$ cat config.mk
export PLATFORM = sky130hd
export DESIGN_NAME = fbm_decoder_flat
export DESIGN_NICKNAME = d
export VERILOG_FILES = /design/src/fbm_pkg.sv /design/src/fbm_link_if.sv /design/src/fbm_decoder.sv /design/src/flat_wrapper.sv
export VERILOG_INCLUDE_DIRS = /design/src
export SDC_FILE = /design/constraint.sdc
export NUM_CORES = 1
export LEC_CHECK = 0
export BUFFER_PORTS_ARGS = -buffer_cell sky130_fd_sc_hd__buf_4
export CORE_MARGIN = 3
export CORE_UTILIZATION = 40
export DETAILED_ROUTE_END_ITERATION = 10
export GPL_ROUTABILITY_DRIVEN = 1
export MAX_ROUTING_LAYER = met4
export PLACE_DENSITY_LB_ADDON = 0.2
export SETUP_SLACK_MARGIN = 0.15
export SLEW_MARGIN = 10
export SYNTH_ARGS = -nofsm -noshare
export SYNTH_HDL_FRONTEND = slang
export SYNTH_SLANG_ARGS = --single-unit
$ cat constraint.sdc
create_clock -name clk -period 4.4 [get_ports clk]
set_input_delay 0.22 -clock clk [delete_from_list [all_inputs] [get_ports clk]]
set_output_delay 0.22 -clock clk [all_outputs]
set_load 0.1 [all_outputs]
$ cat src/fbm_regs.svh
// Purpose: Command field positions, codes and lengths for the full mono-source block transfers
// Assumes: 32-bit command dwords from the streamer
// Notes: Definitions only
`ifndef FBM_REGS_SVH
`define FBM_REGS_SVH
`define FBM_CLIENT_HI 31
`define FBM_CLIENT_LO 29
`define FBM_CLIENT_2D 3'h2
`define FBM_OPC_HI 28
`define FBM_OPC_LO 22
`define FBM_OPC_INLINE_PAT 7'h74
`define FBM_OPC_MONO_SRC 7'h56
`define FBM_OPC_MONO_SRC_PAT 7'h75
`define FBM_MASK_HI 21
`define FBM_MASK_LO 20
`define FBM_BITPOS_HI 19
`define FBM_BITPOS_LO 17
`define FBM_HSEED_HI 14
`define FBM_HSEED_LO 12
`define FBM_TILE_BIT 11
`define FBM_VSEED_HI 10
`define FBM_VSEED_LO 8
`define FBM_LEN_HI 7
`define FBM_LEN_LO 0
`define FBM_LEN_BIAS 8'h02
`define FBM_LEN_MEM_PAT 8'h07
`define FBM_LEN_INLINE_BASE 8'h06
`define FBM_INL_8BPP 8'h10
`define FBM_INL_16BPP 8'h20
`define FBM_INL_32BPP 8'h40
`define FBM_CLIP_BIT 30
`define FBM_TRANSP_BIT 29
`define FBM_DEPTH_HI 25
`define FBM_DEPTH_LO 24
`define FBM_ROP_HI 23
`define FBM_ROP_LO 16
`define FBM_PITCH_HI 15
`define FBM_PITCH_LO 0
`define FBM_PAT_BASE_HI 28
`define FBM_PAT_BASE_LO 6
`endif

$ cat src/fbm_pkg.sv
// Purpose: Types shared by both ends of the mono-source block transfer link
// Assumes: Nothing beyond the constants header
// Notes: Types only
package fbm_pkg;
	typedef enum logic [1:0] {
		FBM_D8,
		FBM_D565,
		FBM_D1555,
		FBM_D32
	} fbm_depth_t;
	typedef logic signed [15:0] fbm_coord_t;
endpackage

$ cat src/fbm_link_if.sv
// Purpose: Command dword link between streamer and decoder
// Assumes: Single clock, valid/ready handshake
// Notes: No clocking block
`timescale 1ns/10ps
`default_nettype none
interface fbm_link_if (
	input wire logic clk
);
	logic cmd_valid;
	logic cmd_ready;
	logic [31:0] cmd_dword;
	logic cmd_last;
	modport streamer (
		input clk,
		output cmd_valid,
		output cmd_dword,
		output cmd_last,
		input cmd_ready
	);
	modport decoder (
		input clk,
		input cmd_valid,
		input cmd_dword,
		input cmd_last,
		output cmd_ready
	);
endinterface
`default_nettype wire

$ cat src/fbm_decoder.sv
// Purpose: Decoder end: parses full mono-source commands and selects pixels
// Assumes: Streamer keeps pitch positive, bases aligned, reserved bits zero
// Notes: Pixel stage emits one pixel per clock over the destination rectangle
`timescale 1ns/10ps
`default_nettype none
`include "fbm_regs.svh"
module fbm_decoder
	import fbm_pkg::*;
(
	input wire logic clk,
	input wire logic resetn,
	fbm_link_if.decoder link,
	input wire logic [15:0] mono_word,
	output logic [31:0] mono_addr,
	output logic [31:0] pat_addr,
	output logic [31:0] dst_base,
	output logic px_valid,
	output logic px_write,
	output logic signed [15:0] px_x,
	output logic signed [15:0] px_y,
	output logic [31:0] px_src_color,
	output logic [2:0] px_pat_col,
	output logic [2:0] px_pat_row,
	output logic [7:0] px_rop,
	output logic [1:0] px_byte_mask,
	output logic [1:0] px_depth,
	output logic [3:0] px_mono_bit,
	output logic signed [15:0] dst_pitch,
	output logic bad_cmd,
	output logic busy
);
	typedef enum logic [1:0] {
		FBM_IDLE,
		FBM_RECV,
		FBM_RUN,
		FBM_SKIP
	} fbm_state_t;

	fbm_state_t state_reg;
	logic [7:0] cnt_reg;
	logic [7:0] need_reg;
	logic is_inline_reg;
	logic [31:0] hdr_reg;
	logic [31:0] setup_reg;
	logic [31:0] tl_reg;
	logic [31:0] br_reg;
	logic [31:0] bg_reg;
	logic [31:0] fg_reg;
	logic [31:0] mono_addr_reg;
	logic [31:0] pat_addr_reg;
	logic [31:0] dst_base_reg;
	logic signed [15:0] x_reg;
	logic signed [15:0] y_reg;
	logic [15:0] mono_idx_reg;
	logic valid_reg;
	logic write_reg;
	logic [31:0] color_reg;
	logic [2:0] pcol_reg;
	logic [2:0] prow_reg;
	logic [3:0] mbit_reg;
	logic bad_reg;
	logic [1:0] mask_reg;
	logic busy_reg;

	// ------------------------------------------------------------
	// Header decode
	// ------------------------------------------------------------
	logic hdr_ok;
	logic hdr_inline;
	logic [7:0] inl_need;
	logic [1:0] depth_in;
	always_comb begin
		depth_in = link.cmd_dword[`FBM_DEPTH_HI:`FBM_DEPTH_LO];
		hdr_inline = link.cmd_dword[`FBM_OPC_HI:`FBM_OPC_LO] == `FBM_OPC_MONO_SRC_PAT;
		hdr_ok = link.cmd_dword[`FBM_CLIENT_HI:`FBM_CLIENT_LO] == `FBM_CLIENT_2D
			&& (hdr_inline || link.cmd_dword[`FBM_OPC_HI:`FBM_OPC_LO] == `FBM_OPC_MONO_SRC);
	end

	// Inline pattern size by depth of the setup dword as it arrives
	always_comb begin
		case (depth_in)
			FBM_D8: inl_need = `FBM_INL_8BPP;
			FBM_D565, FBM_D1555: inl_need = `FBM_INL_16BPP;
			default: inl_need = `FBM_INL_32BPP;
		endcase
	end

	// ------------------------------------------------------------
	// Receive sequencer
	// ------------------------------------------------------------
	logic take;
	assign take = link.cmd_valid && link.cmd_ready;
	assign link.cmd_ready = (state_reg == FBM_IDLE) || (state_reg == FBM_RECV) || (state_reg == FBM_SKIP);

	logic line_end;
	logic rect_end;
	assign line_end = (x_reg + 16'sd1) >= $signed(br_reg[15:0]);
	assign rect_end = line_end && ((y_reg + 16'sd1) >= $signed(br_reg[31:16]));

	always_ff @(posedge clk) begin
		if (!resetn) begin
			state_reg <= FBM_IDLE;
			cnt_reg <= 8'h0;
			need_reg <= 8'h0;
			is_inline_reg <= 1'b0;
			bad_reg <= 1'b0;
		end else begin
			case (state_reg)
				FBM_IDLE: begin
					if (take) begin
						cnt_reg <= 8'h1;
						is_inline_reg <= hdr_inline;
						// Total dwords is length plus bias
						need_reg <= link.cmd_dword[`FBM_LEN_HI:`FBM_LEN_LO] + `FBM_LEN_BIAS;
						bad_reg <= !hdr_ok;
						if (link.cmd_last) begin
							state_reg <= FBM_IDLE;
						end else begin
							state_reg <= hdr_ok ? FBM_RECV : FBM_SKIP;
						end
					end
				end
				FBM_RECV: begin
					if (take && cnt_reg == 8'h1 && is_inline_reg
						&& hdr_reg[`FBM_LEN_HI:`FBM_LEN_LO] != `FBM_LEN_INLINE_BASE + inl_need) begin
						bad_reg <= 1'b1;
					end
					if (take) begin
						cnt_reg <= cnt_reg + 8'h1;
						if (cnt_reg + 8'h1 >= need_reg || link.cmd_last) begin
							state_reg <= FBM_RUN;
						end
					end
				end
				FBM_RUN: begin
					if (rect_end) begin
						state_reg <= FBM_IDLE;
					end
				end
				FBM_SKIP: begin
					// Unknown commands are drained to their last dword
					if (take && link.cmd_last) begin
						state_reg <= FBM_IDLE;
					end
				end
				default: state_reg <= FBM_IDLE;
			endcase
		end
	end

	// Operand capture; inline pattern dwords are taken off the link and dropped, not captured here
	always_ff @(posedge clk) begin
		if (!resetn) begin
			hdr_reg <= 32'h0;
			setup_reg <= 32'h0;
			tl_reg <= 32'h0;
			br_reg <= 32'h0;
			dst_base_reg <= 32'h0;
			mono_addr_reg <= 32'h0;
			bg_reg <= 32'h0;
			fg_reg <= 32'h0;
			pat_addr_reg <= 32'h0;
		end else if (take && state_reg == FBM_IDLE) begin
			hdr_reg <= link.cmd_dword;
		end else if (take && state_reg == FBM_RECV) begin
			case (cnt_reg)
				8'h1: setup_reg <= link.cmd_dword;
				8'h2: tl_reg <= link.cmd_dword;
				8'h3: br_reg <= link.cmd_dword;
				8'h4: dst_base_reg <= link.cmd_dword;
				8'h5: mono_addr_reg <= link.cmd_dword;
				8'h6: bg_reg <= link.cmd_dword;
				8'h7: fg_reg <= link.cmd_dword;
				8'h8: begin
					if (!is_inline_reg) begin
						pat_addr_reg <= {3'h0, link.cmd_dword[`FBM_PAT_BASE_HI:`FBM_PAT_BASE_LO], 6'h0};
					end
				end
				default: ;
			endcase
		end
	end

	// ------------------------------------------------------------
	// Pixel walk
	// ------------------------------------------------------------
	logic signed [15:0] x0;
	assign x0 = $signed(tl_reg[15:0]);
	// Mono line starts word aligned; leftover bits dropped at line end
	always_ff @(posedge clk) begin
		if (!resetn) begin
			x_reg <= 16'sh0;
			y_reg <= 16'sh0;
			mono_idx_reg <= 16'h0;
		end else if (state_reg == FBM_RECV && take && (cnt_reg + 8'h1 >= need_reg || link.cmd_last)) begin
			x_reg <= x0;
			y_reg <= $signed(tl_reg[31:16]);
			mono_idx_reg <= {13'h0, hdr_reg[`FBM_BITPOS_HI:`FBM_BITPOS_LO]};
		end else if (state_reg == FBM_RUN) begin
			if (line_end) begin
				x_reg <= x0;
				y_reg <= y_reg + 16'sh1;
				mono_idx_reg <= {13'h0, hdr_reg[`FBM_BITPOS_HI:`FBM_BITPOS_LO]};
			end else begin
				x_reg <= x_reg + 16'sh1;
				mono_idx_reg <= mono_idx_reg + 16'h1;
			end
		end
	end

	logic mono_bit;
	logic in_clip;
	logic [31:0] fg_w;
	logic [31:0] bg_w;
	assign mono_bit = mono_word[4'hf - mono_idx_reg[3:0]];
	// Clip bounds are the destination rectangle's x span, applied whatever the clip bit; no clip unit is attached
	assign in_clip = (x_reg >= x0) && (x_reg < $signed(br_reg[15:0]));
	always_comb begin
		case (setup_reg[`FBM_DEPTH_HI:`FBM_DEPTH_LO])
			FBM_D8: begin
				fg_w = {24'h0, fg_reg[7:0]};
				bg_w = {24'h0, bg_reg[7:0]};
			end
			FBM_D565, FBM_D1555: begin
				fg_w = {16'h0, fg_reg[15:0]};
				bg_w = {16'h0, bg_reg[15:0]};
			end
			default: begin
				fg_w = fg_reg;
				bg_w = bg_reg;
			end
		endcase
	end

	always_ff @(posedge clk) begin
		if (!resetn) begin
			valid_reg <= 1'b0;
			write_reg <= 1'b0;
			color_reg <= 32'h0;
			pcol_reg <= 3'h0;
			prow_reg <= 3'h0;
			mbit_reg <= 4'h0;
			mask_reg <= 2'h3;
			busy_reg <= 1'b0;
		end else begin
			busy_reg <= state_reg != FBM_IDLE;
			// Mask matters only at 32 bpp; other depths write all channels
			mask_reg <= (setup_reg[`FBM_DEPTH_HI:`FBM_DEPTH_LO] == FBM_D32) ? hdr_reg[`FBM_MASK_HI:`FBM_MASK_LO] : 2'h3;
			valid_reg <= state_reg == FBM_RUN;
			// One selects foreground, zero background unless transparent
			write_reg <= (state_reg == FBM_RUN) && in_clip && (mono_bit || !setup_reg[`FBM_TRANSP_BIT]);
			color_reg <= mono_bit ? fg_w : bg_w;
			pcol_reg <= x_reg[2:0] + hdr_reg[`FBM_HSEED_HI:`FBM_HSEED_LO];
			prow_reg <= y_reg[2:0] + hdr_reg[`FBM_VSEED_HI:`FBM_VSEED_LO];
			mbit_reg <= mono_idx_reg[3:0];
		end
	end

	assign mono_addr = mono_addr_reg;
	assign pat_addr = pat_addr_reg;
	assign dst_base = dst_base_reg;
	assign px_valid = valid_reg;
	assign px_write = write_reg;
	assign px_x = x_reg;
	assign px_y = y_reg;
	assign px_src_color = color_reg;
	assign px_pat_col = pcol_reg;
	assign px_pat_row = prow_reg;
	assign px_rop = setup_reg[`FBM_ROP_HI:`FBM_ROP_LO];
	assign px_byte_mask = mask_reg;
	assign px_depth = setup_reg[`FBM_DEPTH_HI:`FBM_DEPTH_LO];
	assign px_mono_bit = mbit_reg;
	assign dst_pitch = $signed(setup_reg[`FBM_PITCH_HI:`FBM_PITCH_LO]);
	assign bad_cmd = bad_reg;
	assign busy = busy_reg;
endmodule
`default_nettype wire

$ cat src/flat_wrapper.sv
// flat-port wrapper written by rule: the top's interface ports become plain ports
module fbm_decoder_flat import fbm_pkg::*;
  (clk, resetn, mono_word, mono_addr, pat_addr, dst_base, px_valid, px_write, px_x, px_y, px_src_color, px_pat_col, px_pat_row, px_rop, px_byte_mask, px_depth, px_mono_bit, dst_pitch, bad_cmd, busy, link_cmd_valid, link_cmd_dword, link_cmd_last, link_cmd_ready);
  fbm_link_if link_i (.clk(clk));
  input wire logic clk;
  input wire logic resetn;
  input wire logic [15:0] mono_word;
  output logic [31:0] mono_addr;
  output logic [31:0] pat_addr;
  output logic [31:0] dst_base;
  output logic px_valid;
  output logic px_write;
  output logic signed [15:0] px_x;
  output logic signed [15:0] px_y;
  output logic [31:0] px_src_color;
  output logic [2:0] px_pat_col;
  output logic [2:0] px_pat_row;
  output logic [7:0] px_rop;
  output logic [1:0] px_byte_mask;
  output logic [1:0] px_depth;
  output logic [3:0] px_mono_bit;
  output logic signed [15:0] dst_pitch;
  output logic bad_cmd;
  output logic busy;
  input wire logic [$bits(link_i.cmd_valid)-1:0] link_cmd_valid;
  input wire logic [$bits(link_i.cmd_dword)-1:0] link_cmd_dword;
  input wire logic [$bits(link_i.cmd_last)-1:0] link_cmd_last;
  output wire logic [$bits(link_i.cmd_ready)-1:0] link_cmd_ready;
  assign link_i.cmd_valid = link_cmd_valid;
  assign link_i.cmd_dword = link_cmd_dword;
  assign link_i.cmd_last = link_cmd_last;
  assign link_cmd_ready = link_i.cmd_ready;
  fbm_decoder u_core (.clk(clk), .resetn(resetn), .link(link_i), .mono_word(mono_word), .mono_addr(mono_addr), .pat_addr(pat_addr), .dst_base(dst_base), .px_valid(px_valid), .px_write(px_write), .px_x(px_x), .px_y(px_y), .px_src_color(px_src_color), .px_pat_col(px_pat_col), .px_pat_row(px_pat_row), .px_rop(px_rop), .px_byte_mask(px_byte_mask), .px_depth(px_depth), .px_mono_bit(px_mono_bit), .dst_pitch(dst_pitch), .bad_cmd(bad_cmd), .busy(busy));
endmodule
== Yosys cells after proc, flatten, opt, wreduce, memory -nomap -nowiden ==
Index checks and enable logic that the tools add are counted.

* Muxes and demuxes: 29
* Bitwise logic cells: 3
* Equality and inequality tests: 26
* Order comparisons: 6
* Reductions and logical operators: 44
* $add $sub $neg: 9

{| class="wikitable"
|+ Operators by type and width
! kind !! count
|-
| 32-bit one-hot mux with 2 select lines || 2
|-
| 16-bit two-way mux || 7
|-
| 16-bit greater-or-equal comparator || 3
|-
| 16-bit by 2-bit adder with 16-bit output (second input constant) || 2
|-
| 8-bit by 3-bit equality test with 1-bit output (second input constant) || 4
|-
| 32-bit two-way mux || 1
|-
| 3-bit AND reduction || 9
|-
| 16-bit by 1-bit adder with 16-bit output (second input constant) || 1
|-
| 8-bit by 2-bit equality test with 1-bit output (second input constant) || 2
|-
| 16-bit less-than comparator || 1
|-
| 8-bit two-way mux || 2
|-
| 8-bit one-hot mux with 2 select lines || 1
|-
| 7-bit equality test (second input constant) || 2
|-
| 2-bit two-way mux || 7
|-
| 7-bit one-hot mux with 2 select lines || 1
|-
| 1-bit logical AND || 13
|-
| 2-bit equality test (second input constant) || 5
|-
| 3-bit by 7-bit adder with 8-bit output (first input constant) || 1
|-
| 8-bit by 1-bit adder with 8-bit output (second input constant) || 1
|-
| 8-bit by 2-bit adder with 8-bit output (second input constant) || 1
|-
| 8-bit by 1-bit equality test with 1-bit output (second input constant) || 1
|-
| 8-bit by 4-bit equality test with 1-bit output (second input constant) || 1
|-
| 8-bit greater-or-equal comparator || 1
|-
| 2-bit by 1-bit inequality test with 1-bit output (second input constant) || 4
|-
| other kinds (21) || 44
|}

* Word-level logic and storage cells: 143
* Output and inout bits: 203
* Bits of input ports: 52
* Bits in registers: 382

== Longest topological paths before layout ==
* Word-level depth: 9
* Mapped depth: 20

== Least setup slack after synthesis ==
Ideal clock, no wire load.

* Path type: register -> register
* From: reg u_core.x_reg[2] (netlist: u_core.px_x[2])
* To: reg u_core.x_reg[12] (netlist: u_core.px_x[12])
* Path buffers: 4
* Library setup time: 0.086 ns
* Setup slack: 0.025 ns
* Data required time: 4.314 ns
* Arrival: 4.289 ns
* Cell stages (with the launch flop): 20
* Path through: dfxtp_1 buf_2 nand3_1 nor3_1 and3_1 clkbuf_1 nand3_1 nor2_1 xnor2_1 inv_1 ha_1 nand4_1 nor4_1 a211oi_1 a21oi_2 or2_1 buf_4 buf_4 nor3_1 a211oi_1

* Longest elaborated chain between the ends: 5

{| class="wikitable"
|+ RTL lines
! item !! RTL line !! RTL
|-
| start, declared || fbm_decoder.sv:52 || <nowiki>logic signed [15:0] x_reg;</nowiki>
|-
| start signal, assigned || fbm_decoder.sv:205 || <nowiki>x_reg <= x_reg + 16'sh1;</nowiki>
|-
| 16-bit by 2-bit adder with 16-bit output * || fbm_decoder.sv:97, fbm_decoder.sv:205 ||
|-
| 16-bit greater-or-equal comparator || fbm_decoder.sv:97 || <nowiki>assign line_end = (x_reg + 16'sd1) >= $signed(br_reg[15:0]);</nowiki>
|-
| 16-bit two-way mux * || fbm_decoder.sv:200 || <nowiki>if (line_end) begin</nowiki>
|-
| 16-bit two-way mux * || fbm_decoder.sv:199 || <nowiki>end else if (state_reg == FBM_RUN) begin</nowiki>
|-
| 16-bit two-way mux * || fbm_decoder.sv:195 || <nowiki>end else if (state_reg == FBM_RECV && take && (cnt_reg + 8'h1 >= need_reg || link.cmd_last)) begin</nowiki>
|}

Every way passes the cells marked *; elsewhere a longest branch is shown, timed or not. The select of a mux whose other input is x is not followed.
A chain may end at the register's enable or synchronous reset.

== Worst setup path in the final report ==
* From: reg u_core.x_reg[4] (netlist: u_core.px_x[4])
* To: reg u_core.y_reg[15] (netlist: u_core.px_y[15])

* Longest elaborated chain between the ends: 4

{| class="wikitable"
|+ RTL lines
! item !! RTL line !! RTL
|-
| 16-bit by 2-bit adder with 16-bit output || fbm_decoder.sv:97 ||
|-
| 16-bit greater-or-equal comparator || fbm_decoder.sv:97 ||
|-
| 2-bit nonzero test (no source line) || n/a ||
|-
| 2-bit AND reduction (no source line) || n/a ||
|-
| end signal, assigned || fbm_decoder.sv:197 || <nowiki>y_reg <= $signed(tl_reg[31:16]);</nowiki>
|-
| end signal, assigned || fbm_decoder.sv:202 || <nowiki>y_reg <= y_reg + 16'sh1;</nowiki>
|-
| end, declared || fbm_decoder.sv:53 || <nowiki>logic signed [15:0] y_reg;</nowiki>
|}

No other way between the ends.

==> results.md <==
| Item | This run |
| --- | --- |
| Path class of the lowest-slack min-delay path | in2reg |
| Total routing usage reported by global routing | 0.250 |
| Peak per-stage delay on the critical path | 0.50 ns |
| Number of warnings printed during yosys synthesis | 0 |
| Post-CTS Repair Setup Buffers | 0 |
| Placer congestion estimate | 0.868 |
| Number of global-route vias before repair | 13,800 |
| I/O Buffers | 245 |
| Total clock buffers created by CTS | 41 |
| Antenna violations before repair | 1 |
| Number of hold violations in the final report | 0 |
| Die ar. | 0.0434 mm^2 |
| RSZ-0062 raised after global routing | false |
| Detailed-placement wirelength estimate | 36,000 um |
| CTS sink count | 363 |
| Leakage component of the power | 0.00771 uW |
| Number of instances in the synthesized netlist | 2,036 |
| Cell with the largest stage delay on the worst path | sky130_fd_sc_hd__dfxtp_1 |
| Final worst path period need | 4.03 ns |
| Commonest non-fill, non-tap cells in the layout | sky130_fd_sc_hd__nand2_1, sky130_fd_sc_hd__dfxtp_1, sky130_fd_sc_hd__a21oi_1, sky130_fd_sc_hd__buf_4, sky130_fd_sc_hd__nor2_1 |
| Fraction of final layout cells sized beyond drive strength 1 | 0.160 |
| Cell area after synthesis | 0.0164 mm^2 |
| Post-DR wirelength/cell | 19.9 um |
| Vias per cell | 5.20 |
| Synthesized area per cell | 8.05 um^2 |
| Post-synthesis to final-layout area growth | 20.3% |
| Worst EP arrival | 4.53 ns |
| Post-synthesis sequential element count | 363 |
| Boundary pin count | 255 |
| Final sum of negative setup slack | 0 ns |
| Largest net degree at the start of global routing | 133 |
| Die Ht | 208 um |
| Number of enable flip-flop cells after synthesis | 0 |
| Remaining max-slew budget at the tightest pin | 0.268 |
| Series of cell instances along the critical path | nand3_1 -> nor3_1 -> and3_1 -> nand3_1 -> nor2_1 -> xnor2_1 -> inv_1 -> ha_1 -> nand4_1 -> nor4_1 -> a211oi_1 -> a21oi_2 -> o21ai_4 -> nand2_1 -> o221a_2 |
| Count of routing violations after the opening detailed-route iteration | 1,034 |
| Clock input transition at the sequential cells of the worst setup and hold paths | 0.06 ns |
| Number of endpoints failing setup at the final stage | 0 |
| X dimension of the die | 208 um |
| Run status | completed |
| Routed wire length | 54,600 um |
| Sequential cell area fraction in the yosys report | 0.443 |
| CP endpoint kind | flop |
| Maximum clock rate | 248 MHz |
| Yosys top cell area share | 0.443 |
| Wl on met1 | 24,200 um |
| Routed length on met3 | 4450 um |
| Synth unique cells | 65 |
| Number of nets in the finished design | 2,327 |
| Clock tree from TritonCTS | done |
| Number of nets still failing antenna checks after routing | 0 |
| Reported max-cap violation count | 0 |
| Worst clock skew | 0.00855 ns |
| Top Family by Delay on Critical Path | simple AND/OR/NAND/NOR gates |
| Ys flop type | sky130_fd_sc_hd__dfxtp_1 |
| CP Max Fanout | 12 |
| Buf+Inv Stages, Crit Path | 1 |
| Top post-synthesis cells by area | sky130_fd_sc_hd__dfxtp_1, sky130_fd_sc_hd__nand2_1, sky130_fd_sc_hd__a21oi_1 |
| Length of the first detailed-routing pass in iterations | 5 |
| Cell type with the largest total area after synthesis | sky130_fd_sc_hd__dfxtp_1 |
| Met2 wirelength from detailed routing | 24,400 um |
| GRT overflow | 0 |
| Clk_lat worst skew | 0.55 ns |
| Filler Cells Inserted | 3,883 |
| Slew at the pin with the worst max-slew slack | 1.10 ns |
| Cell repeated most along the worst path | sky130_fd_sc_hd__nand3_1 |
| Worst voltage drop across the vdd grid | 398 uV |
| Top Metal Used | met4 |
| First-pass GRT wire length | 82,600 um |
| Ratio of final minimum period to clock period | 0.916 |
| Required time of the critical path | 4.90 ns |
| Commonest non-fill, non-tap cell in the layout | sky130_fd_sc_hd__nand2_1 |
| Type of element launching the critical path | flop |
| Site Rows | 73 |
| # resized after CTS | 0 |
| Initial cell density of the core | 0.409 |
| Count of hold-fix buffers inserted at cts | 13 |
| Class of the most critical setup path | reg2reg |
| Total count of max-transition violations in the final report | 0 |
| Placeable core region | 0.0401 mm^2 |
| Library cell used as clock root buffer | sky130_fd_sc_hd__clkbuf_16 |
| Share of synthesized flip-flops with an asynchronous set or reset | 0 |
| Final core occ | 0.492 |
| Maximum clock path buffer count | 3 |
| P per Cell Area | 558 mW/mm^2 |
| DR vias | 14,300 |
| DRC viols | 0 |
| # H-tree levels | 2 |
-- per-stage QoR --
| step | cell area (um^2) | setup WS [ns] | instances | power [uW] | hold slack, ns |
|---|---|---|---|---|---|
| 2_1_floorplan | 16400 | 0.195 | 2044 | 6320 | 0.356 |
| 4_1_cts | 19700 | 0.413 | 2743 | 11100 | 0.000543 |
| 3_5_place_dp | 18100 | 0.432 | 2655 | 7330 | 0.433 |
| 6_report | 19700 | 0.371 | 2744 | 11000 | 0.0231 |
| 5_1_grt | 19700 | 0.173 | 2744 | 11500 | 0.0153 |
| 3_3_place_gp | 18100 | 0.514 | 2655 | 7290 | 0.430 |
-- metal layers --
layer,track usage,vias up
li1,-,7004
met1,0.328,6746
met2,0.379,440
met3,0.0636,90
met4,0.0788,0
met5,-,-
-- cell type report --
type	instances	area [um^2]	area share
tap	525	657	0.0333
timing repair buffer	285	2170	0.110
antenna	1	2.50	0.000127
sequential	363	7270	0.369
inverter	78	300	0.0152
multi-input combinational	1417	7870	0.399
clock buffer	56	1120	0.0569
clock inverter	19	330	0.0167
-- synth_stat cells, types with 33 or more instances --
library cell / instances
sky130_fd_sc_hd__o21ai_0: 40
sky130_fd_sc_hd__xor2_1: 36
sky130_fd_sc_hd__dfxtp_1: 363
sky130_fd_sc_hd__a21oi_1: 295
sky130_fd_sc_hd__clkbuf_1: 92
sky130_fd_sc_hd__inv_1: 76
sky130_fd_sc_hd__ha_1: 87
sky130_fd_sc_hd__nand2_1: 569
sky130_fd_sc_hd__nor2_1: 90
sky130_fd_sc_hd__buf_2: 33
sky130_fd_sc_hd__mux2i_1: 37
sky130_fd_sc_hd__buf_4: 48
-- path summary, 6_finish.rpt --
path,from,to,slack [ns],cells past startpoint
setup / recovery,u_core.px_x[4],u_core.px_y[15],0.37,15
hold / removal,link_cmd_dword[11],u_core.br_reg[11],0.02,3
setup reg to reg,u_core.px_x[4],u_core.px_y[15],0.37,15
hold reg to reg,u_core.hdr_reg[21],u_core.px_byte_mask[1],0.45,1
-- worst reg2reg max path, delay by kind of cell, from the launching register on --
kind | cells | cell delay, ns
simple gates | 8 | 2.06
compound gates | 4 | 0.89
fa+ha+maj | 1 | 0.32
xor+xnor | 1 | 0.15
flops | 1 | 0.50
buf+inv | 1 | 0.07
-- cell families after synthesis --
group | count (synthesis) | share of synthesized area
simple gates | 789 | 0.201
fa+ha+maj | 89 | 0.0688
compound gates | 427 | 0.147
mux | 41 | 0.0267
buf+inv | 264 | 0.0795
other cells | 1 | 0.000229
flops | 363 | 0.443
xor+xnor | 62 | 0.0331
-- report_power, final --
group	total (uW)	leakage (uW)	internal, uW	switching (uW)
clock network	3730	0.000711	2320	1410
registers	3680	0.00293	3450	234
logic	3600	0.00407	1080	2520
total	11000	0.00771	6840	4160
Note: power is estimated with default switching activity, not from simulation.
